File: src/include/msrb_pkg.sv
// Constants, field layouts and carrier types of the motion sensor register bank.
// Assumes one 40 MHz clock and a serial port sampled on that clock.
//
// Behaviour
// Every register is reached through the four-wire serial port.
// Address byte: top bit one writes, zero reads; seven address bits; one data byte.
// Address zero returns a fixed read-only 8-bit part identity.
// The part identity never changes under reset, writes or activity.
// Address one returns a read-only 8-bit silicon revision.
// Motion status bit 7 shows motion since last read; other bits read zero.
// Any write to motion status clears flag and both displacements; data not kept.
// Host reads motion status first, then displacements when flagged.
// X displacement accumulates counts since last report; reading clears it.
// Y displacement accumulates counts since last report; reading clears it.
// Displacements are 8-bit two's complement, saturating at -128 and +127.
// Host reads X then Y displacement back to back.
// Surface quality is upper 8 bits of a 9-bit feature count, capped at 144.
// Surface quality falls to zero with no surface; may vary per frame.
// Exposure count is 16-bit; high byte at six, low byte at seven.
// Exposure adjusts itself to keep peak pixel within its operating range.
// Host reads exposure high byte then low byte consecutively.
// Writes to read-only registers do nothing; reserved bits read zero.
// Measurement values stay stable during a read; update at frame boundaries.
package msrb_pkg;

	// ------------------------------------------------------------
	// Register map
	// ------------------------------------------------------------
	localparam logic [6:0] ADDR_PART_IDENTITY    = 7'h00;
	localparam logic [6:0] ADDR_SILICON_REVISION = 7'h01;
	localparam logic [6:0] ADDR_MOTION_STATUS    = 7'h02;
	localparam logic [6:0] ADDR_X_DISPLACEMENT   = 7'h03;
	localparam logic [6:0] ADDR_Y_DISPLACEMENT   = 7'h04;
	localparam logic [6:0] ADDR_SURFACE_QUALITY  = 7'h05;
	localparam logic [6:0] ADDR_EXPOSURE_HIGH    = 7'h06;
	localparam logic [6:0] ADDR_EXPOSURE_LOW     = 7'h07;
	localparam logic [6:0] ADDR_PEAK_PIXEL       = 7'h08;
	localparam logic [6:0] ADDR_PIXEL_TOTAL      = 7'h09;

	// ------------------------------------------------------------
	// Fields and values
	// ------------------------------------------------------------
	localparam int         DIR_BIT          = 7;
	localparam int         MOTION_FLAG_BIT  = 7;
	localparam int         PIX_SUM_HI       = 14;
	localparam int         PIX_SUM_LO       = 7;
	localparam logic [7:0] SURFACE_MAX      = 8'h90;
	localparam logic [7:0] RESET_BYTE       = 8'h00;
	localparam logic [15:0] EXPOSURE_RESET  = 16'h0000;
	localparam logic [15:0] EXPOSURE_MIN    = 16'h0001;
	localparam logic [15:0] EXPOSURE_MAX    = 16'hFFFF;
	localparam logic [15:0] EXPOSURE_STEP   = 16'h0001;
	localparam logic [6:0] PEAK_HIGH_LIMIT  = 7'h70;
	localparam logic [6:0] PEAK_LOW_LIMIT   = 7'h40;
	localparam logic [2:0] LAST_BIT         = 3'h7;
	localparam logic [7:0] DISP_POS_MAX     = 8'h7F;
	localparam logic [7:0] DISP_NEG_MAX     = 8'h80;

	// ------------------------------------------------------------
	// Carrier types
	// ------------------------------------------------------------
	typedef enum logic {MSRB_ADDR, MSRB_DATA} msrb_phase_t;

	typedef struct packed {
		logic sclk;
		logic mosi;
		logic ncs;
	} msrb_pins_t;

	localparam msrb_pins_t PINS_RESET = '{sclk: 1'b1, mosi: 1'b0, ncs: 1'b1};

	typedef struct packed {
		logic [7:0]  dx;
		logic [7:0]  dy;
		logic [8:0]  features;
		logic [6:0]  peak;
		logic [14:0] pix_sum;
	} msrb_frame_t;

	typedef struct packed {
		logic [7:0] acc;
	} msrb_acc_t;

endpackage

File: src/rtl/msrb_accum.sv
// Saturating two's complement displacement accumulator.
// Assumes clear and add come from logic on the same clock.
`timescale 1ns/100ps
`default_nettype none
module msrb_accum (
	// Clock and reset
	input  wire logic       i_mclk,
	input  wire logic       i_rst_b,
	// Control
	input  wire logic       i_clear,
	input  wire logic       i_add,
	input  wire logic [7:0] i_delta,
	// Value
	output logic      [7:0] o_value
);
	msrb_pkg::msrb_acc_t st_q;
	msrb_pkg::msrb_acc_t st_d;
	logic [7:0]          base;
	logic [8:0]          sum;

	// Clear first, so a frame in the same cycle is not lost
	always_comb begin
		st_d = st_q;
		base = i_clear ? msrb_pkg::RESET_BYTE : st_q.acc;
		sum  = {base[7], base} + {i_delta[7], i_delta};
		st_d.acc = base;
		if (i_add) begin
			if (sum[8] != sum[7]) begin
				st_d.acc = sum[8] ? msrb_pkg::DISP_NEG_MAX : msrb_pkg::DISP_POS_MAX;
			end else begin
				st_d.acc = sum[7:0];
			end
		end
	end

	always_ff @(posedge i_mclk or negedge i_rst_b) begin
		if (!i_rst_b) begin
			st_q <= '0;
		end else begin
			st_q <= st_d;
		end
	end

	assign o_value = st_q.acc;

	chk_sat_positive: assert property (@(posedge i_mclk) disable iff (!i_rst_b)
		(i_add && !i_clear && st_q.acc == msrb_pkg::DISP_POS_MAX && !i_delta[7])
		|=> (st_q.acc == msrb_pkg::DISP_POS_MAX))
		else $error("positive displacement wrapped");

endmodule
`default_nettype wire

File: src/rtl/msrb_top.sv
// Register bank of the motion sensor behind its four-wire serial port.
// Assumes serial pins are asynchronous to i_mclk and frame data arrive
// from the imaging core on i_mclk with a one-cycle frame strobe.
`timescale 1ns/100ps
`default_nettype none
module msrb_top #(
	parameter logic [7:0] PART_IDENTITY    = 8'h5C, // Arbitrary value
	parameter logic [7:0] SILICON_REVISION = 8'h3A  // Arbitrary value
) (
	// Clock and reset
	input  wire logic                  i_mclk,
	input  wire logic                  i_rst_b,
	// Serial port pins
	input  wire logic                  i_sclk,
	input  wire logic                  i_mosi,
	input  wire logic                  i_ncs_b,
	output logic                       o_miso,
	output logic                       o_miso_oe,
	// Imaging core
	input  wire logic                  i_frame_valid,
	input  wire msrb_pkg::msrb_frame_t i_frame,
	output logic               [15:0]  o_exposure_count
);
	// ------------------------------------------------------------
	// State
	// ------------------------------------------------------------
	typedef struct packed {
		msrb_pkg::msrb_pins_t  s1;
		msrb_pkg::msrb_pins_t  s2;
		logic                  sclk_prev;
		msrb_pkg::msrb_phase_t phase;
		logic [2:0]            bit_cnt;
		logic [6:0]            shreg;
		logic                  is_write;
		logic [6:0]            addr;
		logic [7:0]            tx;
		logic                  miso;
		logic                  motion_flag;
		logic [15:0]           exposure;
		logic [7:0]            exposure_low_snap;
		logic [7:0]            surface;
		logic [6:0]            peak;
		logic [7:0]            pix_total;
	} msrb_state_t;

	msrb_state_t st_q;
	msrb_state_t st_d;
	logic        sclk_rise;
	logic        sclk_fall;
	logic        byte_done;
	logic [7:0]  byte_in;
	logic        clr_x;
	logic        clr_y;
	logic [7:0]  x_disp;
	logic [7:0]  y_disp;
	logic [7:0]  surf_raw;
	logic        frame_motion;
	logic [1:0]  clr_axis;
	logic [15:0] delta_axis;
	logic [7:0]  disp_axis [2];

	// ------------------------------------------------------------
	// Read decode
	// ------------------------------------------------------------
	function automatic logic [7:0] rd_mux(input logic [6:0] a, input msrb_state_t s,
		input logic [7:0] xd, input logic [7:0] yd);
		logic [7:0] r;
		r = msrb_pkg::RESET_BYTE;
		unique case (a)
			msrb_pkg::ADDR_PART_IDENTITY:    r = PART_IDENTITY;
			msrb_pkg::ADDR_SILICON_REVISION: r = SILICON_REVISION;
			msrb_pkg::ADDR_MOTION_STATUS:    r[msrb_pkg::MOTION_FLAG_BIT] = s.motion_flag;
			msrb_pkg::ADDR_X_DISPLACEMENT:   r = xd;
			msrb_pkg::ADDR_Y_DISPLACEMENT:   r = yd;
			msrb_pkg::ADDR_SURFACE_QUALITY:  r = s.surface;
			msrb_pkg::ADDR_EXPOSURE_HIGH:    r = s.exposure[15:8];
			msrb_pkg::ADDR_EXPOSURE_LOW:     r = s.exposure_low_snap;
			msrb_pkg::ADDR_PEAK_PIXEL:       r = {1'b0, s.peak};
			msrb_pkg::ADDR_PIXEL_TOTAL:      r = s.pix_total;
			default:                         r = msrb_pkg::RESET_BYTE;
		endcase
		return r;
	endfunction

	// ------------------------------------------------------------
	// Serial port and register updates
	// ------------------------------------------------------------
	assign sclk_rise    = st_q.s2.sclk & ~st_q.sclk_prev;
	assign sclk_fall    = ~st_q.s2.sclk & st_q.sclk_prev;
	assign byte_done    = sclk_rise && !st_q.s2.ncs && st_q.bit_cnt == msrb_pkg::LAST_BIT;
	assign byte_in      = {st_q.shreg, st_q.s2.mosi};
	assign frame_motion = i_frame_valid && (i_frame.dx != 8'h00 || i_frame.dy != 8'h00);
	assign surf_raw     = i_frame.features[8:1];

	always_comb begin
		st_d  = st_q;
		clr_x = 1'b0;
		clr_y = 1'b0;
		st_d.s1        = '{sclk: i_sclk, mosi: i_mosi, ncs: i_ncs_b};
		st_d.s2        = st_q.s1;
		st_d.sclk_prev = st_q.s2.sclk;

		if (st_q.s2.ncs) begin
			// Deselect aborts any transaction
			st_d.phase   = msrb_pkg::MSRB_ADDR;
			st_d.bit_cnt = '0;
		end else begin
			if (sclk_rise) begin
				st_d.shreg   = byte_in[6:0];
				st_d.bit_cnt = st_q.bit_cnt + 3'h1;
			end
			if (sclk_fall && st_q.phase == msrb_pkg::MSRB_DATA && !st_q.is_write) begin
				st_d.miso = st_q.tx[7];
				st_d.tx   = {st_q.tx[6:0], 1'b0};
			end
			if (byte_done) begin
				unique case (st_q.phase)
					msrb_pkg::MSRB_ADDR: begin
						st_d.phase    = msrb_pkg::MSRB_DATA;
						st_d.is_write = byte_in[msrb_pkg::DIR_BIT];
						st_d.addr     = byte_in[6:0];
						if (!byte_in[msrb_pkg::DIR_BIT]) begin
							st_d.tx = rd_mux(byte_in[6:0], st_q, x_disp, y_disp);
							unique case (byte_in[6:0])
								msrb_pkg::ADDR_MOTION_STATUS:  st_d.motion_flag = 1'b0;
								msrb_pkg::ADDR_X_DISPLACEMENT: clr_x = 1'b1;
								msrb_pkg::ADDR_Y_DISPLACEMENT: clr_y = 1'b1;
								msrb_pkg::ADDR_EXPOSURE_HIGH:
									st_d.exposure_low_snap = st_q.exposure[7:0];
								default: st_d.addr = byte_in[6:0];
							endcase
						end
					end
					msrb_pkg::MSRB_DATA: begin
						st_d.phase = msrb_pkg::MSRB_ADDR;
						// Only motion status reacts; data byte is discarded
						if (st_q.is_write && st_q.addr == msrb_pkg::ADDR_MOTION_STATUS) begin
							st_d.motion_flag = 1'b0;
							clr_x = 1'b1;
							clr_y = 1'b1;
						end
					end
				endcase
			end
		end

		// Frame boundary updates; a new event wins over any clear
		if (i_frame_valid) begin
			st_d.surface   = (surf_raw > msrb_pkg::SURFACE_MAX) ?
				msrb_pkg::SURFACE_MAX : surf_raw;
			st_d.peak      = i_frame.peak;
			st_d.pix_total = i_frame.pix_sum[msrb_pkg::PIX_SUM_HI:msrb_pkg::PIX_SUM_LO];
			if (i_frame.peak > msrb_pkg::PEAK_HIGH_LIMIT &&
				st_q.exposure > msrb_pkg::EXPOSURE_MIN) begin
				st_d.exposure = st_q.exposure - msrb_pkg::EXPOSURE_STEP;
			end else if (i_frame.peak < msrb_pkg::PEAK_LOW_LIMIT &&
				st_q.exposure < msrb_pkg::EXPOSURE_MAX) begin
				st_d.exposure = st_q.exposure + msrb_pkg::EXPOSURE_STEP;
			end
		end
		if (frame_motion) begin
			st_d.motion_flag = 1'b1;
		end
	end

	always_ff @(posedge i_mclk or negedge i_rst_b) begin
		if (!i_rst_b) begin
			st_q                   <= '0;
			st_q.s1                <= msrb_pkg::PINS_RESET;
			st_q.s2                <= msrb_pkg::PINS_RESET;
			st_q.sclk_prev         <= 1'b1;
			st_q.phase             <= msrb_pkg::MSRB_ADDR;
			st_q.exposure          <= msrb_pkg::EXPOSURE_RESET;
			st_q.exposure_low_snap <= msrb_pkg::RESET_BYTE;
		end else begin
			st_q <= st_d;
		end
	end

	// ------------------------------------------------------------
	// Displacement accumulators
	// ------------------------------------------------------------
	// Axis 0 is X, axis 1 is Y
	assign clr_axis   = {clr_y, clr_x};
	assign delta_axis = {i_frame.dy, i_frame.dx};
	assign x_disp     = disp_axis[0];
	assign y_disp     = disp_axis[1];

	genvar g;
	generate
		for (g = 0; g < 2; g++) begin : g_axis
			msrb_accum u_accum (
				.i_mclk  (i_mclk),
				.i_rst_b (i_rst_b),
				.i_clear (clr_axis[g]),
				.i_add   (i_frame_valid),
				.i_delta (delta_axis[8*g +: 8]),
				.o_value (disp_axis[g])
			);
		end
	endgenerate

	// ------------------------------------------------------------
	// Outputs
	// ------------------------------------------------------------
	assign o_miso           = st_q.miso;
	assign o_miso_oe        = ~st_q.s2.ncs;
	assign o_exposure_count = st_q.exposure;

	// ------------------------------------------------------------
	// Checks
	// ------------------------------------------------------------
	chk_miso_released: assert property (@(posedge i_mclk) disable iff (!i_rst_b)
		i_ncs_b [*2] |=> !o_miso_oe)
		else $error("miso driven while deselected");

	chk_identity_load: assert property (@(posedge i_mclk) disable iff (!i_rst_b)
		(byte_done && st_q.phase == msrb_pkg::MSRB_ADDR &&
		byte_in == {1'b0, msrb_pkg::ADDR_PART_IDENTITY}) |=> (st_q.tx == PART_IDENTITY))
		else $error("wrong part identity loaded");

	chk_revision_load: assert property (@(posedge i_mclk) disable iff (!i_rst_b)
		(byte_done && st_q.phase == msrb_pkg::MSRB_ADDR &&
		byte_in == {1'b0, msrb_pkg::ADDR_SILICON_REVISION}) |=> (st_q.tx == SILICON_REVISION))
		else $error("wrong revision loaded");

	chk_flag_sets: assert property (@(posedge i_mclk) disable iff (!i_rst_b)
		frame_motion |=> st_q.motion_flag)
		else $error("motion flag missed a frame");

	chk_write_clears: assert property (@(posedge i_mclk) disable iff (!i_rst_b)
		(byte_done && st_q.phase == msrb_pkg::MSRB_DATA && st_q.is_write &&
		st_q.addr == msrb_pkg::ADDR_MOTION_STATUS && !i_frame_valid)
		|=> (!st_q.motion_flag && x_disp == 8'h00 && y_disp == 8'h00))
		else $error("motion write did not clear");

	chk_x_read_clears: assert property (@(posedge i_mclk) disable iff (!i_rst_b)
		(clr_x && !i_frame_valid) |=> (x_disp == 8'h00))
		else $error("x read did not clear");

	chk_y_read_clears: assert property (@(posedge i_mclk) disable iff (!i_rst_b)
		(clr_y && !i_frame_valid) |=> (y_disp == 8'h00))
		else $error("y read did not clear");

	chk_surface_cap: assert property (@(posedge i_mclk) disable iff (!i_rst_b)
		st_q.surface <= msrb_pkg::SURFACE_MAX)
		else $error("surface quality above cap");

	chk_surface_zero: assert property (@(posedge i_mclk) disable iff (!i_rst_b)
		(i_frame_valid && i_frame.features == 9'h000) |=> (st_q.surface == 8'h00))
		else $error("surface quality not zero");

	chk_exposure_up: assert property (@(posedge i_mclk) disable iff (!i_rst_b)
		(i_frame_valid && i_frame.peak < msrb_pkg::PEAK_LOW_LIMIT &&
		st_q.exposure < msrb_pkg::EXPOSURE_MAX)
		|=> (st_q.exposure == $past(st_q.exposure) + msrb_pkg::EXPOSURE_STEP))
		else $error("exposure did not rise");

	chk_tx_stable: assert property (@(posedge i_mclk) disable iff (!i_rst_b)
		(st_q.phase == msrb_pkg::MSRB_DATA && !sclk_fall && !st_q.s2.ncs)
		|=> $stable(st_q.tx))
		else $error("read data changed mid byte");

	chk_low_snapshot: assert property (@(posedge i_mclk) disable iff (!i_rst_b)
		(byte_done && st_q.phase == msrb_pkg::MSRB_ADDR &&
		byte_in == {1'b0, msrb_pkg::ADDR_EXPOSURE_HIGH})
		|=> (st_q.exposure_low_snap == $past(st_q.exposure[7:0])))
		else $error("exposure low byte not captured");

	chk_write_no_effect: assert property (@(posedge i_mclk) disable iff (!i_rst_b)
		(byte_done && st_q.phase == msrb_pkg::MSRB_DATA && st_q.is_write && !i_frame_valid)
		|=> $stable(st_q.exposure))
		else $error("write altered exposure");

endmodule
`default_nettype wire

File: config.mk
export PLATFORM = sky130hd
export DESIGN_NAME = msrb_top
export DESIGN_NICKNAME = d
export VERILOG_FILES = /design/src/include/msrb_pkg.sv /design/src/rtl/msrb_accum.sv /design/src/rtl/msrb_top.sv
export SDC_FILE = /design/constraint.sdc
export NUM_CORES = 1
export LEC_CHECK = 0
export BUFFER_PORTS_ARGS = -buffer_cell sky130_fd_sc_hd__buf_2
export CAP_MARGIN = 20
export CELL_PAD_IN_SITES_DETAIL_PLACEMENT = 2
export CELL_PAD_IN_SITES_GLOBAL_PLACEMENT = 2
export CORE_MARGIN = 2
export CORE_UTILIZATION = 40
export DETAILED_ROUTE_END_ITERATION = 7
export PLACE_DENSITY = 0.83
export SKIP_CTS_REPAIR_TIMING = 1
export SYNTH_ARGS = -nofsm -noshare
export SYNTH_HDL_FRONTEND = slang
export SYNTH_SLANG_ARGS = --single-unit
export TNS_END_PERCENT = 10
File: constraint.sdc
create_clock -name i_mclk -period 7.6 [get_ports i_mclk]
set_input_delay 0.76 -clock i_mclk [delete_from_list [all_inputs] [get_ports i_mclk]]
set_output_delay 0.76 -clock i_mclk [all_outputs]
set_load 0.02 [all_outputs]
==> flow_summary.rst, run 1 <==
.. list-table::
   :header-rows: 1

   * - Metric
     - Value
   * - Top-level port count
     - 71
   * - Clock Sink Count
     - 99
   * - Area of the die
     - 15,750 µm²
   * - Setup Viol. Count Final
     - 0
   * - Peak ir drop on the vdd network
     - 0.0001184 V
   * - Synthesized-area fraction occupied by adder cells
     - 0.05129
   * - Synth top area share
     - 0.3985
   * - Met2 layer usage reported by global route
     - 0.4203
   * - Share of power burned in combinational logic
     - 0.379
   * - Filler Cell Count
     - 1,568
   * - Sequential share of the synthesized area
     - 0.4207
   * - Maximum number of pins on one net before global-route repair
     - 75
   * - Internal Dissipation
     - 1.261 mW
   * - Count of unresolved DRC violations after routing
     - 0
   * - Number of global-route vias before repair
     - 5,592
   * - Clock-pin slew reported for the worst setup and hold paths after clock tree synthesis
     - 0.07 ns
   * - Minimum setup slack among reg-to-reg paths
     - 3.23 ns
   * - Number of vias after detailed routing
     - 4,861
   * - Clk_skew
     - 0.007918 ns
   * - Required time reported for the critical path endpoint
     - 7.85 ns
   * - Count of yosys warnings during synthesis
     - 0
   * - Final Hold Viols
     - 0
   * - Compound-gate portion of the synthesized area
     - 0.1632
   * - Mean Syn Cell Area
     - 9.646 µm²
   * - PortBufs
     - 62
   * - Syn nets
     - 688
   * - Wire length per cell after detailed routing
     - 22.51 µm
   * - Start point of the critical path
     - byte_in[6]
   * - Run status
     - completed
   * - Type of the worst setup path
     - flip-flop to flip-flop
   * - Horizontal die dimension
     - 125.5 µm
   * - Initial core utilization
     - 0.4077
   * - GRT overflow
     - 0
   * - Most heavily used metal layer in global routing
     - met2
   * - Number of distinct library cells after synthesis
     - 72
   * - Flip-flop cell with the highest count after synthesis
     - sky130_fd_sc_hd__dfrtp_1
   * - Length of the first detailed-routing pass in iterations
     - 4
   * - Clock network power share
     - 0.261
   * - Reg-to-reg critical path startpoint
     - byte_in[6]
   * - Cell Chain, Critical Path
     - or3_1, or3_1, nor3_2, o21ai_2, nand2_1, inv_1, ha_1, a211oi_1, o21ai_1, o41ai_1, o21ai_1, a31oi_1, nor2_1
   * - Deepest level of the CTS H-tree
     - 3
   * - Flop and latch count out of synthesis
     - 99
   * - Largest cells by area after synthesis
     - sky130_fd_sc_hd__dfrtp_1 40%, sky130_fd_sc_hd__mux2_2 6.7%, sky130_fd_sc_hd__ha_1 4.5%
   * - Worst Path Max Fanout
     - 14
   * - Library cell occupying the most area in the post-synthesis netlist
     - sky130_fd_sc_hd__dfrtp_1
   * - Core ar.
     - 14,480 µm²
   * - Number of flops mapped to enable cells by yosys
     - 0
   * - Number of buffers created by CTS
     - 9
   * - Worst flop-to-flop path endpoint
     - g_axis[1].u_accum.o_value[2]
   * - Antenna Cells
     - 0
   * - Worst Reg2Reg Path Length in Cells
     - 13
   * - Async set-reset flop share out of synthesis
     - 1.000
   * - DRC violation total after the first TritonRoute iteration
     - 257
   * - Antenna violations before repair
     - 0
   * - Power consumption
     - 2.094 mW
   * - RSZ-0062 raised after global routing
     - no
   * - Areal power density over the cells
     - 319.2 nW/µm²
   * - Worst path depth
     - 13
   * - Crit path DAT
     - 4.63 ns
   * - Placer's final routability congestion estimate
     - 0.9088
   * - End of the critical path
     - g_axis[1].u_accum.o_value[2]
   * - Clock Root Buffer
     - sky130_fd_sc_hd__clkbuf_16
   * - Die outline height
     - 125.5 µm
   * - Total Wirelength
     - 18,690 µm
   * - Switching power
     - 0.8321 mW
   * - Shortest clock period the worst path allows after layout
     - 4.374 ns
   * - ANT nets after route
     - 0
   * - CP Launch Type
     - flip-flop
   * - Share of layout cells above drive strength 1
     - 0.2012
   * - Highest cell delay on the worst timing path
     - 0.62 ns
   * - Vias per cell
     - 5.857
   * - Final #Nets
     - 717
   * - Count of standard-cell rows
     - 44
   * - Cell family with the largest share of critical-path delay
     - compound AO/OA/AOI/OAI gates
   * - Fraction of met1 tracks used by global routing
     - 0.3143
   * - Wire length of the first global-routing pass
     - 30,250 µm
   * - Net switching fraction of the power
     - 0.3975
   * - Number of max-slew violations in the final report
     - 0
   * - Fmax achieved
     - 0.2286 GHz
   * - Count of mapped cells out of synthesis
     - 612
   * - Worst max-slew margin expressed relative to the limit
     - 0.3285
   * - Post-Synth XOR/XNOR Area
     - 0.03264
   * - Static leakage
     - 2.881 nW
   * - Setup TNS after final layout
     - 0 ns
   * - Worst-Skew Late Latency
     - 0.37 ns
   * - Mux contribution to synthesized area
     - 0.09496
   * - HPWL after detailed placement
     - 13,540 µm
   * - Reg power frac
     - 0.360
   * - Main combinational cell family by area after synthesis
     - simple AND/OR/NAND/NOR gates
   * - Worst Hold Class
     - input port to asynchronous set/reset pin
   * - Overall fraction of global-route tracks in use
     - 0.2442
   * - Critical Path End Type
     - flip-flop
   * - Synthesized-area fraction occupied by and/or/nand/nor cells
     - 0.1806
   * - Slew at the pin closest to its max-slew limit
     - 1.007 ns
   * - Reported max-cap violation count
     - 0
   * - CTS tree
     - yes
   * - Netlist area before placement
     - 5903 µm²
   * - Synthesis-to-layout area growth
     - 11.11%
   * - Max Buffers Root-to-Sink
     - 2
   * - Routing usage on met3
     - 0.03723
   * - Portion of the clock cycle consumed by the worst path in the final layout
     - 0.5755
   * - Buffers and inverters on the worst path
     - 1
   * - Critical path's slowest cell
     - sky130_fd_sc_hd__or3_1
## Yosys cell counts, types with 6 or more instances
| cell type | number |
|---|---|
| sky130_fd_sc_hd__dfrtp_1 | 94 |
| sky130_fd_sc_hd__nor2_1 | 46 |
| sky130_fd_sc_hd__nand2_1 | 40 |
| sky130_fd_sc_hd__a21oi_1 | 35 |
| sky130_fd_sc_hd__mux2_2 | 35 |
| sky130_fd_sc_hd__inv_1 | 24 |
| sky130_fd_sc_hd__ha_1 | 21 |
| sky130_fd_sc_hd__nand3_1 | 21 |
| sky130_fd_sc_hd__o21ai_0 | 19 |
| sky130_fd_sc_hd__o21ai_1 | 18 |
| sky130_fd_sc_hd__xnor2_1 | 18 |
| sky130_fd_sc_hd__buf_4 | 16 |
| sky130_fd_sc_hd__clkbuf_1 | 15 |
| sky130_fd_sc_hd__nor3_1 | 13 |
| sky130_fd_sc_hd__buf_2 | 12 |
| sky130_fd_sc_hd__nand2b_1 | 12 |
| sky130_fd_sc_hd__nor4_1 | 12 |
| sky130_fd_sc_hd__mux2i_1 | 11 |
| sky130_fd_sc_hd__nor2b_1 | 11 |
| sky130_fd_sc_hd__o22ai_1 | 10 |
| sky130_fd_sc_hd__and2_1 | 9 |
| sky130_fd_sc_hd__a221oi_1 | 8 |
| sky130_fd_sc_hd__a2bb2oi_1 | 6 |
## stage by stage
step                      area [µm²]  utilization  hold WS, ns  setup slack, ns  instances
after floorplan                 5903            -       0.3312            4.184        612
after global placement          6210       0.4289       0.3418            3.471        814
after detailed placement        6210       0.4289       0.3370            3.301        814
after CTS                       6559       0.4530       0.3011            3.245        830
after global routing            6559       0.4530       0.3182            2.916        830
final                           6559       0.4530       0.3017            3.226        830
## worst min path at each step
stage / from / endpoint / depth (start not counted)
final: i_rst_b / st_q[22] / 1
after global routing: i_rst_b / st_q[15] / 1
after CTS: i_rst_b / st_q[15] / 1
after detailed placement: st_d[78] / byte_in[0] / 0
after global placement: st_d[78] / byte_in[0] / 0
after floorplan: st_d[78] / byte_in[0] / 0
## cell usage in the layout (no fill, tap or decap), types with 12 or more instances in the layout
cell,count
sky130_fd_sc_hd__a21oi_1,35
sky130_fd_sc_hd__nor4_1,12
sky130_fd_sc_hd__nor3_1,13
sky130_fd_sc_hd__o21ai_0,19
sky130_fd_sc_hd__dfrtp_1,94
sky130_fd_sc_hd__o21ai_1,18
sky130_fd_sc_hd__mux2_2,35
sky130_fd_sc_hd__ha_1,21
sky130_fd_sc_hd__nand2b_1,12
sky130_fd_sc_hd__nand3_1,21
sky130_fd_sc_hd__nor2_1,46
sky130_fd_sc_hd__xnor2_1,18
sky130_fd_sc_hd__nand2_1,40
sky130_fd_sc_hd__inv_1,24
sky130_fd_sc_hd__buf_2,61
## sequential cells by signal, indices dropped and copies added (netlist names)
name and flops:
o_exposure_count 16, st_q 54, g_axis.u_accum.o_value 16, o_miso 1, st_d 4, byte_in 8
## cells by family after synthesis
logic type,count (synthesis)
flip-flops,99
AO/OA/AOI/OAI,147
AND/OR/NAND/NOR,201
buffers and inverters,69
adder cells (fa/ha/maj),23
multiplexers,51
XOR/XNOR,22
## power by group through the flow
stage / combinational [mW] / sequential (mW) / clock, mW
6_report: 0.793 / 0.754 / 0.546
5_1_grt: 0.882 / 0.770 / 0.573
4_1_cts: 0.800 / 0.754 / 0.555
3_5_place_dp: 0.788 / 0.759 / 0
3_3_place_gp: 0.747 / 0.749 / 0
2_1_floorplan: 0.642 / 0.678 / 0
## per-layer routing
metal | part of all wire | up-vias
met5 | 0 | -
met4 | 0.020 | 0
met3 | 0.028 | 23
met2 | 0.50 | 88
met1 | 0.45 | 2493
li1 | - | 2257
## layout make-up
class	count	area (µm²)	share of cell area
Multi-Input combinational cell	444	3085	0.4704
Sequential cell	99	2484	0.3787
Timing Repair Buffer	63	320.3	0.04884
Tap cell	184	230.2	0.03510
Clock buffer	9	225.2	0.03434
Clock inverter	7	123.9	0.01889
Inverter	24	90.09	0.01374
No activity file was read; power rests on OpenSTA's default activity.
==> run 2, diff against run 1 <==
--- a/config.mk
+++ b/config.mk
@@ -10,9 +10,9 @@
 export CELL_PAD_IN_SITES_DETAIL_PLACEMENT = 2
 export CELL_PAD_IN_SITES_GLOBAL_PLACEMENT = 2
 export CORE_MARGIN = 2
-export CORE_UTILIZATION = 40
+export CORE_UTILIZATION = 34
 export DETAILED_ROUTE_END_ITERATION = 7
-export PLACE_DENSITY = 0.83
+export PLACE_DENSITY = 0.74
 export SKIP_CTS_REPAIR_TIMING = 1
 export SYNTH_ARGS = -nofsm -noshare
 export SYNTH_HDL_FRONTEND = slang
==> constraint.sdc (replaced) <==
create_clock -name i_mclk -period 3.8 [get_ports i_mclk]
set_input_delay 0.38 -clock i_mclk [delete_from_list [all_inputs] [get_ports i_mclk]]
set_output_delay 0.38 -clock i_mclk [all_outputs]
set_load 0.02 [all_outputs]
==> run 2 against run 1 <==
Effect of this change:
- register-to-register slack lost 3.0 ns
- maximum frequency grew 22%
- non-clock buffer count grew 19
- die area grew 17%
- sequential share of layout area shrank 1.2 points
- critical path type unchanged
- critical endpoint is now g_axis[1].u_accum.o_value[6]
- largest power group unchanged
==> flow_summary.rst, run 2 (synthesized netlist as in run 1, its figures left out) <==
.. list-table::
   :header-rows: 1

   * - Metric
     - Value
   * - Worst-Skew Late Latency
     - 0.36 ns (was 0.37 ns)
   * - Core ar.
     - 17,120 µm² (was 14,480 µm²)
   * - Critical Path End Type
     - flip-flop (unchanged)
   * - Area of the die
     - 18,430 µm² (was 15,750 µm²)
   * - Clock Root Buffer
     - sky130_fd_sc_hd__clkbuf_16 (unchanged)
   * - Shortest clock period the worst path allows after layout
     - 3.584 ns (was 4.374 ns)
   * - Total Wirelength
     - 18,760 µm (was 18,690 µm)
   * - Run status
     - completed (unchanged)
   * - Minimum setup slack among reg-to-reg paths
     - 0.22 ns (was 3.23 ns)
   * - Areal power density over the cells
     - 622.0 nW/µm² (was 319.2 nW/µm²)
   * - Horizontal die dimension
     - 135.8 µm (was 125.5 µm)
   * - Flip-flop count of the largest register, all copies and words added
     - 54 (unchanged)
   * - ANT nets after route
     - 0 (unchanged)
   * - Initial core utilization
     - 0.3449 (was 0.4077)
   * - Antenna Cells
     - 0 (unchanged)
   * - CP Launch Type
     - flip-flop (unchanged)
   * - Most frequent cells in the layout
     - 94 x sky130_fd_sc_hd__dfrtp_1, 61 x sky130_fd_sc_hd__buf_2, 46 x sky130_fd_sc_hd__nor2_1 (unchanged)
   * - Vias per cell
     - 5.511 (was 5.857)
   * - Number of buffers created by CTS
     - 9 (unchanged)
   * - Antenna violations before repair
     - 0 (unchanged)
   * - Wire length of the first global-routing pass
     - 30,710 µm (was 30,250 µm)
   * - Setup TNS after final layout
     - 0 ns (unchanged)
   * - Fin cells
     - 890 (was 830)
   * - CTS tree
     - yes (unchanged)
   * - Placer's final routability congestion estimate
     - 0.8986 (was 0.9088)
   * - Slew at the pin closest to its max-slew limit
     - 0.9864 ns (was 1.007 ns)
   * - Wire length per cell after detailed routing
     - 21.08 µm (was 22.51 µm)
   * - Most common library cell in the layout ignoring fill and taps
     - sky130_fd_sc_hd__dfrtp_1 (unchanged)
   * - Setup Viol. Count Final
     - 0 (unchanged)
   * - GRT overflow
     - 0 (unchanged)
   * - Type of the worst setup path
     - flip-flop to flip-flop (unchanged)
   * - PortBufs
     - 62 (unchanged)
   * - Reported max-cap violation count
     - 0 (unchanged)
   * - Worst Path Max Fanout
     - 14 (unchanged)
   * - Crit path DAT
     - 3.83 ns (was 4.63 ns)
   * - Portion of the clock cycle consumed by the worst path in the final layout
     - 0.9430 (was 0.5755)
   * - Overall fraction of global-route tracks in use
     - 0.2150 (was 0.2442)
   * - Number of global-route vias before repair
     - 5,474 (was 5,592)
   * - Required time reported for the critical path endpoint
     - 4.04 ns (was 7.85 ns)
   * - Synthesis-to-layout area growth
     - 14.67% (was 11.11%)
   * - Static leakage
     - 2.973 nW (was 2.881 nW)
   * - Number of max-slew violations in the final report
     - 0 (unchanged)
   * - Cell count after placement
     - 872 (was 814)
   * - Final Hold Viols
     - 0 (unchanged)
   * - Count of standard-cell rows
     - 48 (was 44)
   * - Worst Hold Class
     - input port to asynchronous set/reset pin (unchanged)
   * - Reg with most FFs
     - st_q (unchanged)
   * - Share of layout cells above drive strength 1
     - 0.2361 (was 0.2012)
   * - Length of the first detailed-routing pass in iterations
     - 4 (unchanged)
   * - Filler Cell Count
     - 1,874 (was 1,568)
   * - Critical path's slowest cell
     - sky130_fd_sc_hd__dfrtp_1 (was sky130_fd_sc_hd__or3_1)
   * - Number of vias after detailed routing
     - 4,905 (was 4,861)
   * - Deepest level of the CTS H-tree
     - 3 (unchanged)
   * - Final #Nets
     - 736 (was 717)
   * - Fmax achieved
     - 0.2791 GHz (was 0.2286 GHz)
   * - Peak ir drop on the vdd network
     - 0.0002593 V (was 0.0001184 V)
   * - DRC violation total after the first TritonRoute iteration
     - 199 (was 257)
   * - Maximum number of pins on one net before global-route repair
     - 62 (was 75)
   * - Top-level port count
     - 71 (unchanged)
   * - Worst max-slew margin expressed relative to the limit
     - 0.3399 (was 0.3285)
   * - Cell Chain, Critical Path
     - or3_1, or3_1, nor3_2, o21ai_4, nand2_1, inv_1, ha_1, a211oi_1, o21ai_1, o41ai_2, buf_4, o31ai_1, buf_4, a31oi_1, nor2_1 (was or3_1, or3_1, nor3_2, o21ai_2, nand2_1, inv_1, ha_1, a211oi_1, o21ai_1, o41ai_1, o21ai_1, a31oi_1, nor2_1)
   * - Highest cell delay on the worst timing path
     - 0.42 ns (was 0.62 ns)
   * - Clk_skew
     - 0.007310 ns (was 0.007918 ns)
   * - Max Buffers Root-to-Sink
     - 2 (unchanged)
   * - HPWL after detailed placement
     - 14,160 µm (was 13,540 µm)
   * - Count of unresolved DRC violations after routing
     - 0 (unchanged)
   * - Die outline height
     - 135.8 µm (was 125.5 µm)
   * - Clock-pin slew reported for the worst setup and hold paths after clock tree synthesis
     - 0.07 ns (about the same)
   * - Buffers and inverters on the worst path
     - 3 (was 1)
   * - Cell family with the largest share of critical-path delay
     - simple AND/OR/NAND/NOR gates (was compound AO/OA/AOI/OAI gates)
   * - Clock Sink Count
     - 99 (unchanged)
## run 2: cell count changes in the layout (fill, tap and decap cells not counted), sizes merged
| cell | delta |
|---|---|
| clkinv | +4 |
| bufinv | -1 |
| inv | -2 |
| buf | +19 |
| clkinvlp | -1 |
## run 2: path summary, 6_finish.rpt
path / start / to / cells after the start
setup reg to reg: byte_in[6] / g_axis[1].u_accum.o_value[6] / 15
min in group i_mclk: i_ncs_b / st_d[77] / 1
setup / recovery: byte_in[6] / g_axis[1].u_accum.o_value[6] / 15
hold / removal: i_rst_b / st_q[59] / 1
hold reg to reg: st_d[78] / byte_in[0] / 0
max in group asynchronous: i_rst_b / byte_in[3] / 2
## run 2: per-layer routing
metal	track usage	vias up	share of wire
met5	0	-	0
met4	0.07350	0	0.021
met3	0.02619	27	0.035
met2	0.3645	93	0.50
met1	0.2841	2486	0.45
li1	-	2299	-
## run 2: layout make-up
type	count	area, µm²	area share
clock inverter	7	92.59	0.01368
tap	225	281.5	0.04159
clock buffer	9	225.2	0.03327
sequential	99	2484	0.3669
inverter	24	90.09	0.01331
multi-input combinational	444	3133	0.4628
timing repair buffer	82	462.9	0.06839
## run 2: stage by stage
stage               utilization  hold WS [ns]  total power, mW  setup WS [ns]  area [µm²]
floorplan                     -       0.08441            2.640         0.3841        5903
global placement         0.3732        0.3487            3.070         0.2111        6389
detailed placement       0.3732        0.3464            3.173        0.08251        6389
CTS                      0.3918        0.1164            4.199        0.03623        6706
global route             0.3955        0.1145            4.515       -0.01195        6769
finish                   0.3955        0.1203            4.210         0.2164        6769
## run 2: power by group
part | leakage (nW) | internal [mW] | total (mW) | switching [mW]
Sequential | 1.23 | 1.24 | 1.46 | 0.226
Clock | 0.159 | 0.576 | 0.990 | 0.414
Combinational | 1.58 | 0.731 | 1.76 | 1.03
## run 2: worst register-to-register path: stages (launching register included)
cell and delay (ns):
sky130_fd_sc_hd__dfrtp_1 0.42, sky130_fd_sc_hd__or3_1 0.42, sky130_fd_sc_hd__or3_1 0.42, sky130_fd_sc_hd__nor3_2 0.21, sky130_fd_sc_hd__o21ai_4 0.16, sky130_fd_sc_hd__nand2_1 0.15, sky130_fd_sc_hd__inv_1 0.06, sky130_fd_sc_hd__ha_1 0.29
sky130_fd_sc_hd__a211oi_1 0.27, sky130_fd_sc_hd__o21ai_1 0.19, sky130_fd_sc_hd__o41ai_2 0.25, sky130_fd_sc_hd__buf_4 0.18, sky130_fd_sc_hd__o31ai_1 0.07, sky130_fd_sc_hd__buf_4 0.17, sky130_fd_sc_hd__a31oi_1 0.15, sky130_fd_sc_hd__nor2_1 0.07
==> run 3, diff against run 2 <==
--- a/config.mk
+++ b/config.mk
@@ -9,10 +9,10 @@
 export CAP_MARGIN = 20
 export CELL_PAD_IN_SITES_DETAIL_PLACEMENT = 2
 export CELL_PAD_IN_SITES_GLOBAL_PLACEMENT = 2
-export CORE_MARGIN = 2
-export CORE_UTILIZATION = 34
+export CORE_MARGIN = 4
+export CORE_UTILIZATION = 40
 export DETAILED_ROUTE_END_ITERATION = 7
-export PLACE_DENSITY = 0.74
+export PLACE_DENSITY = 0.83
 export SKIP_CTS_REPAIR_TIMING = 1
 export SYNTH_ARGS = -nofsm -noshare
 export SYNTH_HDL_FRONTEND = slang
==> constraint.sdc (replaced) <==
create_clock -name i_mclk -period 4.3 [get_ports i_mclk]
set_input_delay 0.43 -clock i_mclk [delete_from_list [all_inputs] [get_ports i_mclk]]
set_output_delay 0.43 -clock i_mclk [all_outputs]
set_load 0.02 [all_outputs]
==> run 3 against run 2 <==
Effect of this change:
- die area is 9.0% lower
- cell area shrank 2.4%
- sequential power shrank 12%
- clock power decreased by 13%
- wire length about the same
- hold slack improved by 0.054 ns
- register-to-register slack improved by 0.10 ns
- combinational power is 15% lower
- power down 13%
- global-route usage grew 1.6 points
- clock-buffer cell count rose by 5
- critical path type unchanged
- highest routed layer unchanged
==> flow_summary.rst, run 3 (synthesized netlist as in run 1, its figures left out) <==
.. list-table::
   :header-rows: 1

   * - Metric
     - Value
   * - Areal power density over the cells
     - 551.7 nW/µm² (was 622.0 nW/µm²)
   * - Final Hold Viols
     - 0 (unchanged)
   * - Antenna Cells
     - 0 (unchanged)
   * - Worst Hold Class
     - input port to flip-flop (was input port to asynchronous set/reset pin)
   * - Wire length per cell after detailed routing
     - 22.38 µm (was 21.08 µm)
   * - Flip-flop count of the largest register, all copies and words added
     - 54 (unchanged)
   * - Length of the first detailed-routing pass in iterations
     - 4 (unchanged)
   * - Clock Root Buffer
     - sky130_fd_sc_hd__clkbuf_16 (unchanged)
   * - Wire length of the first global-routing pass
     - 30,090 µm (was 30,710 µm)
   * - Worst max-slew margin expressed relative to the limit
     - 0.3529 (was 0.3399)
   * - Count of standard-cell rows
     - 44 (was 48)
   * - Vias per cell
     - 5.895 (was 5.511)
   * - HPWL after detailed placement
     - 13,980 µm (was 14,160 µm)
   * - Maximum number of pins on one net before global-route repair
     - 71 (was 62)
   * - Clock-pin slew reported for the worst setup and hold paths after clock tree synthesis
     - 0.07 ns (about the same)
   * - Fin cells
     - 838 (was 890)
   * - Setup Slack @ Placement
     - 0.2423 ns (was 0.08251 ns)
   * - Final Hold Slack
     - 0.1746 ns (was 0.1203 ns)
   * - Met2 layer usage reported by global route
     - 0.3912 (was 0.3645)
   * - Reg with most FFs
     - st_q (unchanged)
   * - Fin util
     - 0.4564 (was 0.3955)
   * - Horizontal die dimension
     - 129.5 µm (was 135.8 µm)
   * - Number of max-slew violations in the final report
     - 0 (unchanged)
   * - ANT nets after route
     - 0 (unchanged)
   * - Portion of the clock cycle consumed by the worst path in the final layout
     - 0.9258 (was 0.9430)
   * - Placer's final routability congestion estimate
     - 0.9112 (was 0.8986)
   * - Max Buffers Root-to-Sink
     - 2 (unchanged)
   * - Reported max-cap violation count
     - 0 (unchanged)
   * - Clock Sink Count
     - 99 (unchanged)
   * - Fmax achieved
     - 0.2512 GHz (was 0.2791 GHz)
   * - Deepest level of the CTS H-tree
     - 3 (unchanged)
   * - CP Launch Type
     - flip-flop (unchanged)
   * - Synthesis-to-layout area growth
     - 11.95% (was 14.67%)
   * - Peak ir drop on the vdd network
     - 0.0002252 V (was 0.0002593 V)
   * - Number of buffers created by CTS
     - 9 (unchanged)
   * - Run status
     - completed (unchanged)
   * - Final #Nets
     - 726 (was 736)
   * - DRC violation total after the first TritonRoute iteration
     - 270 (was 199)
   * - Share of layout cells above drive strength 1
     - 0.2141 (was 0.2361)
   * - Area of the die
     - 16,770 µm² (was 18,430 µm²)
   * - Antenna violations before repair
     - 0 (unchanged)
   * - Core ar.
     - 14,480 µm² (was 17,120 µm²)
   * - CTS tree
     - yes (unchanged)
   * - Final critical-path setup slack
     - 0.3191 ns (was 0.2164 ns)
   * - Critical Path End Type
     - flip-flop (unchanged)
   * - Most common library cell in the layout ignoring fill and taps
     - sky130_fd_sc_hd__dfrtp_1 (unchanged)
   * - Crit path DAT
     - 4.18 ns (was 3.83 ns)
   * - GRT overflow
     - 0 (unchanged)
   * - Shortest clock period the worst path allows after layout
     - 3.981 ns (was 3.584 ns)
   * - Static leakage
     - 2.919 nW (was 2.973 nW)
   * - Required time reported for the critical path endpoint
     - 4.50 ns (was 4.04 ns)
   * - Fraction of met1 tracks used by global routing
     - 0.3077 (was 0.2841)
   * - Worst-Skew Late Latency
     - 0.36 ns (about the same)
   * - Die outline height
     - 129.5 µm (was 135.8 µm)
   * - Number of vias after detailed routing
     - 4,940 (was 4,905)
   * - Total Wirelength
     - 18,750 µm (was 18,760 µm)
   * - Setup TNS after final layout
     - 0 ns (unchanged)
   * - Worst Path Max Fanout
     - 14 (unchanged)
   * - RSZ-0062 raised after global routing
     - no
   * - Clk_skew
     - 0.007220 ns (was 0.007310 ns)
   * - Routing usage on met3
     - 0.02350 (was 0.02619)
   * - Cell count after placement
     - 823 (was 872)
   * - Number of global-route vias before repair
     - 5,444 (was 5,474)
   * - Type of the worst setup path
     - flip-flop to flip-flop (unchanged)
   * - Overall fraction of global-route tracks in use
     - 0.2307 (was 0.2150)
   * - Initial core utilization
     - 0.4077 (was 0.3449)
   * - Setup Viol. Count Final
     - 0 (unchanged)
   * - Slew at the pin closest to its max-slew limit
     - 0.9671 ns (was 0.9864 ns)
   * - Count of unresolved DRC violations after routing
     - 0 (unchanged)
   * - PortBufs
     - 62 (unchanged)
   * - Most frequent cells in the layout
     - 94 x sky130_fd_sc_hd__dfrtp_1, 61 x sky130_fd_sc_hd__buf_2, 46 x sky130_fd_sc_hd__nor2_1 (unchanged)
   * - Most heavily used metal layer in global routing
     - met2 (unchanged)
   * - Top-level port count
     - 71 (unchanged)
run 3: cell count changes in the layout (fill, tap and decap cells not counted), sizes merged:
cell / change
buf: -10
clkbuf: +5
clkinv: -5
bufinv: -1
run 3: final cells by class:
cell class	count	area, µm²
repair buffers	72	387.9
clock buffers	14	284.0
fillers	1572	7870
clock inverters	1	30.03
well taps	184	230.2
multi-input cells	444	3103
inverters	24	90.09
flip-flops and latches	99	2484
run 3: power breakdown:
group / switching, mW / leakage (nW) / internal (mW)
Combinational: 0.896 / 1.53 / 0.595
Clock: 0.351 / 0.155 / 0.512
Sequential: 0.199 / 1.23 / 1.09
run 3: stage by stage:
step	instance area, µm²	power [mW]
2_1_floorplan	5903	2.333
5_1_grt	6609	3.894
4_1_cts	6591	3.644
6_report	6609	3.646
3_5_place_dp	6277	2.762
3_3_place_gp	6277	2.659
run 3: critical path, stage by stage, from the launching register on:
cell and delay (ns):
sky130_fd_sc_hd__dfstp_2 0.54, sky130_fd_sc_hd__nand2b_1 0.18, sky130_fd_sc_hd__or3b_1 0.56, sky130_fd_sc_hd__a21oi_1 0.29, sky130_fd_sc_hd__o21ai_2 0.25, sky130_fd_sc_hd__and2_1 0.23
sky130_fd_sc_hd__ha_1 0.23, sky130_fd_sc_hd__inv_1 0.08, sky130_fd_sc_hd__fa_1 0.17, sky130_fd_sc_hd__nand2b_1 0.16, sky130_fd_sc_hd__a21oi_1 0.14, sky130_fd_sc_hd__o31ai_2 0.41
sky130_fd_sc_hd__o21ai_1 0.29, sky130_fd_sc_hd__nand3_1 0.17, sky130_fd_sc_hd__o21ai_1 0.11
run 3: metal layers:
layer	share of wire	vias to the layer above	wire length (µm)
met5	0	-	0
met2	0.50	100	9411
met3	0.028	26	522
met1	0.45	2529	8404
li1	-	2285	-
met4	0.022	0	412
run 3: worst paths after layout:
check	slack [ns]	endpoint	cells past startpoint	startpoint
worst min register to register	0.36	st_q[77]	0	st_d[77]
max in group asynchronous	3.14	st_q[10]	2	i_rst_b
worst max-delay path	0.32	g_axis[1].u_accum.o_value[1]	14	st_d[76]
min in group asynchronous	0.20	byte_in[6]	1	i_rst_b
worst min-delay path	0.17	st_d[77]	1	i_ncs_b
worst max register to register	0.32	g_axis[1].u_accum.o_value[1]	14	st_d[76]
